[config.mk]
export PLATFORM = sky130hd
export DESIGN_NAME = adc_conversion_sequencer
export DESIGN_NICKNAME = d
export VERILOG_FILES = /design/src/core/adc_seq_pkg.sv /design/src/core/adc_conversion_sequencer.sv /design/src/core/adc_delay_line.sv
export SDC_FILE = /design/constraint.sdc
export NUM_CORES = 1
export LEC_CHECK = 0
export ABC_AREA = 1
export ABC_CLOCK_PERIOD_IN_PS = 3600
export BUFFER_PORTS_ARGS = -buffer_cell sky130_fd_sc_hd__buf_2
export CORE_MARGIN = 2
export CORE_UTILIZATION = 25
export CTS_CLUSTER_SIZE = 8
export DETAILED_ROUTE_END_ITERATION = 7
export GPL_ROUTABILITY_DRIVEN = 0
export PLACE_DENSITY_LB_ADDON = 0.1
export SETUP_SLACK_MARGIN = 0.4
export SYNTH_ARGS = -nofsm -noshare
export SYNTH_HDL_FRONTEND = slang
export SYNTH_SLANG_ARGS = --single-unit
[constraint.sdc]
create_clock -name i_clock -period 3.6 [get_ports i_clock]
set_input_delay 0.18 -clock i_clock [delete_from_list [all_inputs] [get_ports i_clock]]
set_output_delay 0.18 -clock i_clock [all_outputs]
set_load 0.05 [all_outputs]
[src/core/adc_seq_pkg.sv]
`default_nettype none
package adc_seq_pkg;
    // ****************************************
    // timing figures
    // ****************************************
    localparam int CLK_PERIOD_PS        = 10000;
    localparam int SOC_DELAY_CYCLES     = 2;
    localparam int EOC_DELAY_CYCLES     = 2;
    localparam int INT_DELAY_CYCLES     = 2;
    localparam int ADC_PERIOD_MIN_PS    = 33300;
    localparam int CYCLE_MIN_NS         = 500;
    localparam int CYCLE_MIN_CYCLES     = (CYCLE_MIN_NS * 1000 + CLK_PERIOD_PS - 1) / CLK_PERIOD_PS;
    // least converter clock divide so its period is not under the floor
    localparam int ADC_DIV_MIN          = (ADC_PERIOD_MIN_PS + CLK_PERIOD_PS - 1) / CLK_PERIOD_PS;
    localparam int SH_MIN_TICKS         = 2;
    localparam int SH_MAX_TICKS         = 32;
    localparam int CONV_TICKS           = 10;

    // ****************************************
    // field layout of control register one
    // ****************************************
    localparam int PRESCALE_W           = 5;
    localparam int CLKDIV_W             = 4;
    localparam int RESULT_W             = 10;
    localparam logic [PRESCALE_W-1:0] PRESCALE_RST = 5'h00;
    localparam logic [CLKDIV_W-1:0]   CLKDIV_RST   = 4'h3;

    typedef enum logic [2:0] {
        ST_IDLE,
        ST_SOC_WAIT,
        ST_SAMPLE,
        ST_CONVERT,
        ST_EOC_WAIT,
        ST_PAD
    } seq_state_t;
endpackage
`default_nettype wire

[src/core/adc_conversion_sequencer.sv]
`default_nettype none
module adc_conversion_sequencer (
    // clock and reset
    input  wire logic                                i_clock,
    input  wire logic                                i_sys_rst,
    // control register one fields
    input  wire logic [adc_seq_pkg::PRESCALE_W-1:0]  i_sample_window_prescale,
    input  wire logic [adc_seq_pkg::CLKDIV_W-1:0]    i_converter_clock_divide,
    input  wire logic                                i_interrupt_enable,
    // trigger and flag control
    input  wire logic                                i_start_trigger,
    input  wire logic                                i_flag_clear,
    // analog front end
    input  wire logic [adc_seq_pkg::RESULT_W-1:0]    i_sample_code,
    output logic                                     o_sample_hold,
    output logic                                     o_converting,
    // results and status
    output logic [adc_seq_pkg::RESULT_W-1:0]         o_result,
    output logic                                     o_busy,
    output logic                                     o_done_flag,
    output logic                                     o_interrupt,
    output logic                                     o_cpu_clock_output
);
    // ****************************************
    // input synchronisers
    // ****************************************
    logic [1:0] trig_sync_ff;
    logic       trig_prev_ff;
    logic [1:0] clr_sync_ff;
    logic       trig_rise;

    always_ff @(posedge i_clock or posedge i_sys_rst)
    begin
        if (i_sys_rst)
        begin
            trig_sync_ff <= 2'h0;
            trig_prev_ff <= 1'b0;
            clr_sync_ff  <= 2'h0;
        end
        else
        begin
            trig_sync_ff <= {trig_sync_ff[0], i_start_trigger};
            trig_prev_ff <= trig_sync_ff[1];
            clr_sync_ff  <= {clr_sync_ff[0], i_flag_clear};
        end
    end

    assign trig_rise = trig_sync_ff[1] & ~trig_prev_ff;

    // ****************************************
    // helpers
    // ****************************************
    // clamp divide up so the converter clock never runs faster than allowed
    function automatic logic [adc_seq_pkg::CLKDIV_W-1:0] safe_div(
        input logic [adc_seq_pkg::CLKDIV_W-1:0] d);
        if (d < adc_seq_pkg::CLKDIV_W'(adc_seq_pkg::ADC_DIV_MIN))
            safe_div = adc_seq_pkg::CLKDIV_W'(adc_seq_pkg::ADC_DIV_MIN);
        else
            safe_div = d;
    endfunction

    // prescale 0 gives the shortest legal window, 30 and 31 the longest
    function automatic logic [5:0] window_ticks(
        input logic [adc_seq_pkg::PRESCALE_W-1:0] p);
        if (p > 5'h1E)
            window_ticks = 6'(adc_seq_pkg::SH_MAX_TICKS);
        else
            window_ticks = 6'(adc_seq_pkg::SH_MIN_TICKS) + {1'b0, p};
    endfunction

    // ****************************************
    // sequencer state
    // ****************************************
    adc_seq_pkg::seq_state_t              state_ff, nxt_state;
    logic [adc_seq_pkg::CLKDIV_W-1:0]     div_ff, nxt_div;
    logic [adc_seq_pkg::CLKDIV_W-1:0]     div_cnt_ff, nxt_div_cnt;
    logic [5:0]                           tick_cnt_ff, nxt_tick_cnt;
    logic [5:0]                           win_ff, nxt_win;
    logic [1:0]                           soc_cnt_ff, nxt_soc_cnt;
    logic [9:0]                           total_cnt_ff, nxt_total_cnt;
    logic [adc_seq_pkg::RESULT_W-1:0]     code_ff, nxt_code;
    logic                                 conv_end;
    logic                                 load_pulse;
    logic                                 adc_tick;

    assign adc_tick = (div_cnt_ff == div_ff - 4'h1);

    always_comb
    begin
        nxt_state     = state_ff;
        nxt_div       = div_ff;
        nxt_div_cnt   = adc_tick ? 4'h0 : div_cnt_ff + 4'h1;
        nxt_tick_cnt  = tick_cnt_ff;
        nxt_win       = win_ff;
        nxt_soc_cnt   = soc_cnt_ff;
        nxt_total_cnt = (total_cnt_ff == 10'h3FF) ? total_cnt_ff : total_cnt_ff + 10'h001;
        nxt_code      = code_ff;
        conv_end      = 1'b0;
        unique case (state_ff)
            adc_seq_pkg::ST_IDLE:
            begin
                nxt_div_cnt = 4'h0;
                if (trig_rise)
                begin
                    // settings latched so a mid-cycle write cannot disturb it
                    nxt_div       = safe_div(i_converter_clock_divide);
                    nxt_win       = window_ticks(i_sample_window_prescale);
                    nxt_soc_cnt   = 2'h0;
                    nxt_total_cnt = 10'h001;
                    nxt_state     = adc_seq_pkg::ST_SOC_WAIT;
                end
            end
            adc_seq_pkg::ST_SOC_WAIT:
            begin
                nxt_div_cnt = 4'h0;
                nxt_soc_cnt = soc_cnt_ff + 2'h1;
                if (soc_cnt_ff == 2'(adc_seq_pkg::SOC_DELAY_CYCLES - 1))
                begin
                    nxt_tick_cnt = 6'h00;
                    nxt_state    = adc_seq_pkg::ST_SAMPLE;
                end
            end
            adc_seq_pkg::ST_SAMPLE:
            begin
                if (adc_tick)
                begin
                    nxt_tick_cnt = tick_cnt_ff + 6'h01;
                    if (tick_cnt_ff + 6'h01 == win_ff)
                    begin
                        nxt_code     = i_sample_code;
                        nxt_tick_cnt = 6'h00;
                        nxt_state    = adc_seq_pkg::ST_CONVERT;
                    end
                end
            end
            adc_seq_pkg::ST_CONVERT:
            begin
                if (adc_tick)
                begin
                    nxt_tick_cnt = tick_cnt_ff + 6'h01;
                    if (tick_cnt_ff + 6'h01 == 6'(adc_seq_pkg::CONV_TICKS))
                    begin
                        conv_end  = 1'b1;
                        nxt_state = adc_seq_pkg::ST_EOC_WAIT;
                    end
                end
            end
            adc_seq_pkg::ST_EOC_WAIT:
            begin
                // hold busy until the delayed result load, then pad to the cycle floor
                if (load_pulse)
                    nxt_state = adc_seq_pkg::ST_PAD;
            end
            adc_seq_pkg::ST_PAD:
            begin
                if (total_cnt_ff >= 10'(adc_seq_pkg::CYCLE_MIN_CYCLES))
                    nxt_state = adc_seq_pkg::ST_IDLE;
            end
        endcase
    end

    always_ff @(posedge i_clock or posedge i_sys_rst)
    begin
        if (i_sys_rst)
        begin
            state_ff     <= adc_seq_pkg::ST_IDLE;
            div_ff       <= adc_seq_pkg::CLKDIV_RST;
            div_cnt_ff   <= 4'h0;
            tick_cnt_ff  <= 6'h00;
            win_ff       <= 6'(adc_seq_pkg::SH_MIN_TICKS);
            soc_cnt_ff   <= 2'h0;
            total_cnt_ff <= 10'h000;
            code_ff      <= 10'h000;
        end
        else
        begin
            state_ff     <= nxt_state;
            div_ff       <= nxt_div;
            div_cnt_ff   <= nxt_div_cnt;
            tick_cnt_ff  <= nxt_tick_cnt;
            win_ff       <= nxt_win;
            soc_cnt_ff   <= nxt_soc_cnt;
            total_cnt_ff <= nxt_total_cnt;
            code_ff      <= nxt_code;
        end
    end

    // ****************************************
    // result load, flag and interrupt
    // ****************************************
    logic                             flag_dly;
    logic [adc_seq_pkg::RESULT_W-1:0] result_ff, nxt_result;
    logic                             flag_ff, nxt_flag;
    logic                             irq_ff, nxt_irq;

    adc_delay_line #(.DEPTH(adc_seq_pkg::EOC_DELAY_CYCLES)) u_eoc_delay (
        .i_clock   (i_clock),
        .i_sys_rst (i_sys_rst),
        .i_pulse   (conv_end),
        .o_pulse   (load_pulse)
    );

    adc_delay_line #(.DEPTH(adc_seq_pkg::INT_DELAY_CYCLES)) u_int_delay (
        .i_clock   (i_clock),
        .i_sys_rst (i_sys_rst),
        .i_pulse   (load_pulse),
        .o_pulse   (flag_dly)
    );

    always_comb
    begin
        nxt_result = load_pulse ? code_ff : result_ff;
        // a new completion beats a clear in the same cycle
        nxt_flag   = load_pulse | (flag_ff & ~clr_sync_ff[1]);
        nxt_irq    = flag_dly & i_interrupt_enable;
    end

    always_ff @(posedge i_clock or posedge i_sys_rst)
    begin
        if (i_sys_rst)
        begin
            result_ff <= 10'h000;
            flag_ff   <= 1'b0;
            irq_ff    <= 1'b0;
        end
        else
        begin
            result_ff <= nxt_result;
            flag_ff   <= nxt_flag;
            irq_ff    <= nxt_irq;
        end
    end

    assign o_result           = result_ff;
    assign o_done_flag        = flag_ff;
    assign o_interrupt        = irq_ff;
    assign o_sample_hold      = (state_ff == adc_seq_pkg::ST_SAMPLE);
    assign o_converting       = (state_ff == adc_seq_pkg::ST_CONVERT);
    assign o_busy             = (state_ff != adc_seq_pkg::ST_IDLE);
    assign o_cpu_clock_output = div_cnt_ff < (div_ff >> 1);
endmodule
`default_nettype wire

[src/core/adc_delay_line.sv]
`default_nettype none
// fixed-length pulse delay in cpu clocks
module adc_delay_line #(
    parameter int DEPTH = 2
) (
    // clock and reset
    input  wire logic i_clock,
    input  wire logic i_sys_rst,
    // pulse in and out
    input  wire logic i_pulse,
    output logic      o_pulse
);
    logic [DEPTH-1:0] taps_ff;
    logic [DEPTH-1:0] nxt_taps;

    always_comb
    begin
        nxt_taps = {taps_ff[DEPTH-2:0], i_pulse};
    end

    always_ff @(posedge i_clock or posedge i_sys_rst)
    begin
        if (i_sys_rst)
            taps_ff <= '0;
        else
            taps_ff <= nxt_taps;
    end

    assign o_pulse = taps_ff[DEPTH-1];
endmodule
`default_nettype wire

==> metrics.txt, run 1 <==
grt total ovfl=0; Via density=roughly 4.2; chip width=between 100 and 150 um; initial antenna violation count=0; DP Area=around 0.0037 sq mm; final net count=slightly below 500; Mapped Nets=443; Pre-antenna DRT Iters=4; Worst Path Arrival=approximately 2.9 ns; Final Core Density=a little under a third; Max VDD drop=~0.00022 V; Lkg Pwr=2.07 nW; XOR/XNOR share of the synthesized area=1.57%; CTS tree=done; synth-to-layout area growth=20.6%; Reg clk slew, reported paths=roughly 0.060 ns; cell area after synthesis=between 0.003 and 0.004 sq mm; DRC viols=0; crit end category=flop; Core Footprint=approximately 0.013 sq mm; post-CTS setup buffers=0; Detailed Place HPWL=around 5400 um; H-tree depth=3; cts repair resizes=0; first-pass GRT wire length=roughly 12000 um; Fmax=0.372 GHz; CP Class=flop to flop; Final Max Slew Viols=0; ys flop type=dfrtp_1; Synth warnings=0; Synth Area in Compound Gates=roughly a tenth; share of layout cells above drive strength 1=18.6%; post-route ant nets=0; syn avg cell area=~8 sq um; Post-CTS Hold Buffers=2; Antenna Cells=0; status=finished clean; Max Cap Viol=0; input/output buffers=39; cells after synthesis=approximately 400; Fin. Hold Viols=0; Synth top cells by count=nand2_1, dfrtp_1, inv_1, nand3_1, nor2_1; num rows=42; clk sinks=66; Detailed Route Iter0 Violations=around 120; Vias=2643; Worst Setup SP=div_ff[1]$_DFFE_PP1P_; number of global-route vias before repair=2626; final setup fails=0; Finished Cell Area=about 0.0040 sq mm; die height=around 120 um; WL/cell=about 12 um; unrepaired setup endpoints after global routing=no; worst slew pin tran=a little over 1 ns; fill count=roughly 1400; clock tree buffer depth=2; Reg2Reg Setup Slack=~0.91 ns; area share of and/or/nand/nor cells after synthesis=a little over a quarter; final WL=around 7400 um; fin crit period=around 2.7 ns; most common cell in the synthesized netlist=nand2_1; Worst EP required=roughly 3.8 ns; worst min-delay path category=input port to asynchronous set/reset pin; Slew HR=approximately a third; mux cell area share after synthesis=0%; skew final=slightly above 0.007 ns; Synth Register Bits=66; die area=0.0144 sq mm; Final Power=2.81 mW; Synth cell types=36; crit path launch type=flop; Synth area leaders=dfrtp_1, nand2_1, inv_1; Max FO, Critical Path=20; Post-synth EDFFs=0; effective utilization at floorplan=about 25%; hold slack=approximately 0.021 ns; TritonCTS buffer count=9; I/O Pins=40; Yosys top cell by area=dfrtp_1; largest family of logic cells by synthesized area=simple AND/OR/NAND/NOR gates; Root Buffer=clkbuf_16; Tot GR Track Use=a little under an eighth; cell area power density=695 mW/mm^2; post-synth top area share=between 40% and 50%; RR Startpoint=div_ff[1]$_DFFE_PP1P_; worst skew pair latency=~0.33 ns; sequential share of the synthesized area=between 40% and 50%; adder-cell share of the synthesized area=between 4 and 5%; Final Cycle Share=between 70 and 80%; final setup TNS=0 ns; Async SR Flop Fraction=100%; largest net degree at the start of global routing=42
==> path summary, 6_finish.rpt <==
check / depth (start not counted) / end
max reg2reg: 10 / code_ff[9]$_DFFE_PP0P_
min reg2reg: 0 / u_eoc_delay.taps_ff[1]$_DFF_PP0_
min: 2 / o_done_flag$_DFF_PP0_
min in group i_clock: 3 / o_interrupt$_DFF_PP0_
max in group asynchronous: 3 / div_ff[0]$_DFFE_PP1P_
max: 10 / code_ff[9]$_DFFE_PP0P_
==> layout by cell type (no fill, tap or decap), types with 2 or more instances in the layout <==
cell type and n:
o21ai_2 10, dfrtp_1 63, xnor2_1 3, ha_1 12
a21oi_1 7, nand4_1 6, clkinv_2 3, o22ai_1 2
nor3_4 2, o21ai_0 18, o211ai_1 2, inv_1 58
nand2_2 2, nand2_1 114, inv_2 7, nor3_1 6
dfstp_2 3, a31oi_1 2, xor2_1 3, clkbuf_16 9
nand3_1 33, nor2_1 27, nor2_4 2, o21ai_1 7
dlygate4sd3_1 2, buf_2 39, nand3_2 2
==> state kept, by name, indices dropped and copies added (netlist names) <==
signal               flops
div_ff                   4
win_ff                   6
trig_sync_ff             2
u_eoc_delay.taps_ff      2
clr_sync_ff              2
o_done_flag              1
div_cnt_ff               4
total_cnt_ff            10
trig_prev_ff             1
u_int_delay.taps_ff      2
state_ff                 3
o_result                10
code_ff                 10
soc_cnt_ff               2
tick_cnt_ff              6
o_interrupt              1
==> cells by family (layout without fill, tap and decap cells) <==
family                   after synthesis  in the layout
AO/OA/AOI/OAI                         53             53
XOR/XNOR                               6              6
adder cells (fa/ha/maj)               12             12
buffers and inverters                 72            122
flip-flops                            66             66
AND/OR/NAND/NOR                      198            198
==> power by group <==
part           internal (mW)  switching [mW]
Combinational          0.312           0.588
Clock                  0.549           0.322
Sequential             0.898           0.144
==> metal layers <==
| metal | track usage (%) | up-vias | share of wire (%) |
|---|---|---|---|
| li1 | - | 1383 | - |
| met1 | 13.8 | 1221 | 48 |
| met2 | 18.3 | 33 | 47 |
| met3 | 4.52 | 6 | 3.7 |
| met4 | 3.46 | 0 | 1.2 |
| met5 | 0 | - | 0 |
==> worst max-delay path, cell delays in order (launching register included) <==
cell	delay, ns
dfstp_2	0.52
inv_1	0.06
ha_1	0.28
or2_1	0.09
nand3_1	0.07
nor2_1	0.10
nand2_1	0.14
nor2_1	0.13
nand4_1	0.77
nand2_1	0.30
o21ai_2	0.07
==> metrics by stage <==
stage	cells	setup WS, ns
after floorplan	407	1.43
after global placement	616	0.894
after detailed placement	616	0.852
after CTS	633	0.837
after global routing	633	0.499
final	633	0.910
==> area by class of cell <==
| class | instances | area, sq um | share of cell area, % |
|---|---|---|---|
| flip-flops and latches | 66 | 1660 | 40.9 |
| multi-input cells | 269 | 1410 | 34.9 |
| clock inverters | 5 | 53.8 | 1.33 |
| repair buffers | 42 | 223 | 5.50 |
| inverters | 65 | 244 | 6.03 |
| clock buffers | 10 | 239 | 5.90 |
| well taps | 176 | 220 | 5.44 |
(Power assumes the default switching activity.)
==> inputs of run 2 (changes only) <==
Settings changed: ABC_CLOCK_PERIOD_IN_PS 3600 to 2200.
Clock period 3.6 ns to 2.2 ns, I/O delays scaled along.
==> metrics.txt, run 2 (synthesized netlist as in run 1, its figures left out) <==
status=finished clean (unchanged); skew final=0.00662 ns (was 0.00713 ns); WP buf/inv=3 (was 1); Reg clk slew, reported paths=0.06 ns (about the same); fill count=1377 (was 1434); Core Footprint=0.0132 sq mm (unchanged); Register Area=0.00166 sq mm (about the same); Slew HR=67.0% (was 32.6%); final WL=7700 um (was 7410 um); input/output buffers=39 (unchanged); Detailed Place HPWL=5440 um (was 5420 um); clock tree buffer depth=2 (unchanged); Root Buffer=clkbuf_16 (unchanged); max incr delay on CP=0.54 ns (was 0.77 ns); num rows=42 (unchanged); share of layout cells above drive strength 1=29.5% (was 18.6%); Fmax=0.522 GHz (was 0.372 GHz); most frequent cells in the layout=nand2_1, dfrtp_1, inv_1 (unchanged); slowest stage cell, crit path=dfstp_2 (was nand4_1); largest net degree at the start of global routing=47 (was 42); final setup TNS=0 ns (unchanged); WL/cell=11.8 um (was 11.7 um); post-route ant nets=0 (unchanged); effective utilization at floorplan=25.4% (unchanged); Final Cycle Share=87.2% (was 74.7%); die height=120 um (unchanged); Fin. Hold Viols=0 (unchanged); crit end category=flop (unchanged); first-pass GRT wire length=12900 um (was 12500 um); DRC viols=0 (unchanged); Crit. path cell count=12 (was 10); fin crit period=1.92 ns (was 2.69 ns); worst min-delay path category=input port to flop (was input port to asynchronous set/reset pin); crit path launch type=flop (unchanged); I/O Pins=40 (unchanged); initial antenna violation count=0 (unchanged); CTS tree=done (unchanged); synth-to-layout area growth=32.3% (was 20.6%); Multi-input gate area=0.00157 sq mm (was 0.00141 sq mm); unrepaired setup endpoints after global routing=yes (was no); TritonCTS buffer count=9 (unchanged); commonest non-fill, non-tap cell in the layout=nand2_1 (unchanged); Max VDD drop=0.000434 V (was 0.000224 V); CP Class=flop to flop (unchanged); Max FO, Critical Path=5 (was 20); Pre-antenna DRT Iters=5 (was 4); Via density=4.22 (was 4.18); worst slew pin tran=0.494 ns (was 1.01 ns); die area=0.0144 sq mm (unchanged); crit path cell chain=inv_2, ha_4, or2_1, nand3_2, nor2_4, nand2_4, nor2_2, nand4_1, buf_6, buf_6, nand2_2, o21ai_2 (was inv_1, ha_1, or2_1, nand3_1, nor2_1, nand2_1, nor2_1, nand4_1, nand2_1, o21ai_2); Worst Path Arrival=2.13 ns (was 2.88 ns); Max Cap Viol=0 (unchanged); chip width=120 um (unchanged); HP Start=i_sample_code[8]; CP most frequent cell=buf_6; Hold Path Sink=code_ff[8]$_DFFE_PP0P_; Antenna Cells=0 (unchanged); Lkg Pwr=2.19 nW (was 2.07 nW); number of global-route vias before repair=2680 (was 2626); clk sinks=66 (unchanged); RR Startpoint=div_ff[0]$_DFFE_PP1P_ (was div_ff[1]$_DFFE_PP1P_); Final Max Slew Viols=0 (unchanged); delay-heaviest family, CP=simple AND/OR/NAND/NOR gates (unchanged); grt total ovfl=0 (unchanged); Tot GR Track Use=11.5% (was 11.3%); Vias=2745 (was 2643); Reg2Reg Setup Slack=0.28 ns (was 0.91 ns); H-tree depth=3 (unchanged); final setup fails=0 (unchanged); FF-to-FF path depth=12 (was 10); final net count=507 (was 489); Detailed Route Iter0 Violations=128 (was 123); hold depth=3; Finished Cell Area=0.00444 sq mm (was 0.00405 sq mm); R2R Path End=code_ff[3]$_DFFE_PP0P_ (was code_ff[9]$_DFFE_PP0P_); DP Area=0.00377 sq mm (was 0.00373 sq mm); worst skew pair latency=0.33 ns (about the same); Worst EP required=2.42 ns (was 3.79 ns); cell area power density=1160 mW/mm^2 (was 695 mW/mm^2)
==> run 2: changes by cell type in the layout (fill, tap and decap cells not counted), sizes merged <==
cell and change:
dlygate4sd3 +3, bufinv +2, clkinv -2, clkinvlp +2, inv -2, buf +15
==> run 2: routing by layer <==
layer  vias to the layer above  share of wire [%]  global-route usage (%)
met5                         -                  0                       0
met4                         0               0.88                    3.31
met3                         6                3.4                    3.90
met2                        30                 49                    18.7
met1                      1284                 47                    14.5
li1                       1425                  -                       -
==> run 2: worst max path at each step <==
stage	from	to	slack [ns]
after floorplan	div_ff[0]$_DFFE_PP1P_	state_ff[0]$_DFFE_PP0P_	0.40
after global placement	div_ff[0]$_DFFE_PP1P_	code_ff[9]$_DFFE_PP0P_	0.15
after detailed placement	div_ff[0]$_DFFE_PP1P_	code_ff[5]$_DFFE_PP0P_	0.11
after CTS	div_ff[0]$_DFFE_PP1P_	code_ff[3]$_DFFE_PP0P_	0.26
after global routing	div_ff[1]$_DFFE_PP1P_	code_ff[7]$_DFFE_PP0P_	0.14
final	div_ff[0]$_DFFE_PP1P_	code_ff[3]$_DFFE_PP0P_	0.28
==> run 2: stage by stage <==
step | utilization [%] | setup WS, ns | hold slack [ns] | instances | power [mW]
6_report | 33.7 | 0.283 | 0.0209 | 651 | 5.17
2_1_floorplan | - | 0.400 | 0.141 | 407 | 2.88
3_3_place_gp | 28.6 | 0.148 | 0.169 | 619 | 3.24
3_5_place_dp | 28.6 | 0.107 | 0.167 | 619 | 3.24
4_1_cts | 32.4 | 0.263 | 0.00736 | 645 | 5.01
5_1_grt | 33.7 | 0.140 | 0.00974 | 651 | 5.54
==> run 2: final cells by class <==
| cell class | count | area share (%) |
|---|---|---|
| Clock inverter | 5 | 2.31 |
| Clock buffer | 10 | 5.38 |
| Timing Repair Buffer | 60 | 9.07 |
| Sequential cell | 66 | 37.4 |
| Inverter | 65 | 5.64 |
| Tap cell | 176 | 4.96 |
| Multi-Input combinational cell | 269 | 35.3 |
==> run 2: power breakdown <==
| part | switching (mW) | leakage (nW) | internal (mW) |
|---|---|---|---|
| Combinational | 1.11 | 1.22 | 0.698 |
| Sequential | 0.241 | 0.812 | 1.48 |
| Clock | 0.514 | 0.165 | 1.13 |
==> run 2: timing repair <==
| action | 4_1_cts | 5_1_grt |
|---|---|---|
| hold endpoints to repair | 22 | 0 |
| gates resized for setup | 22 | 32 |
| endpoints found under the setup margin | 20 | 26 |
| pin swaps | 5 | 18 |
| hold buffers | 5 | 0 |
| cloned | 2 | 0 |
| buffers inserted | 4 | 6 |
==> run 2: worst reg2reg max path: stages (launching register included) <==
cell     delay, ns
dfstp_2       0.54
inv_2         0.05
ha_4          0.25
or2_1         0.10
nand3_2       0.09
nor2_4        0.13
nand2_4       0.09
nor2_2        0.09
nand4_1       0.09
buf_6         0.15
buf_6         0.13
nand2_2       0.05
o21ai_2       0.04
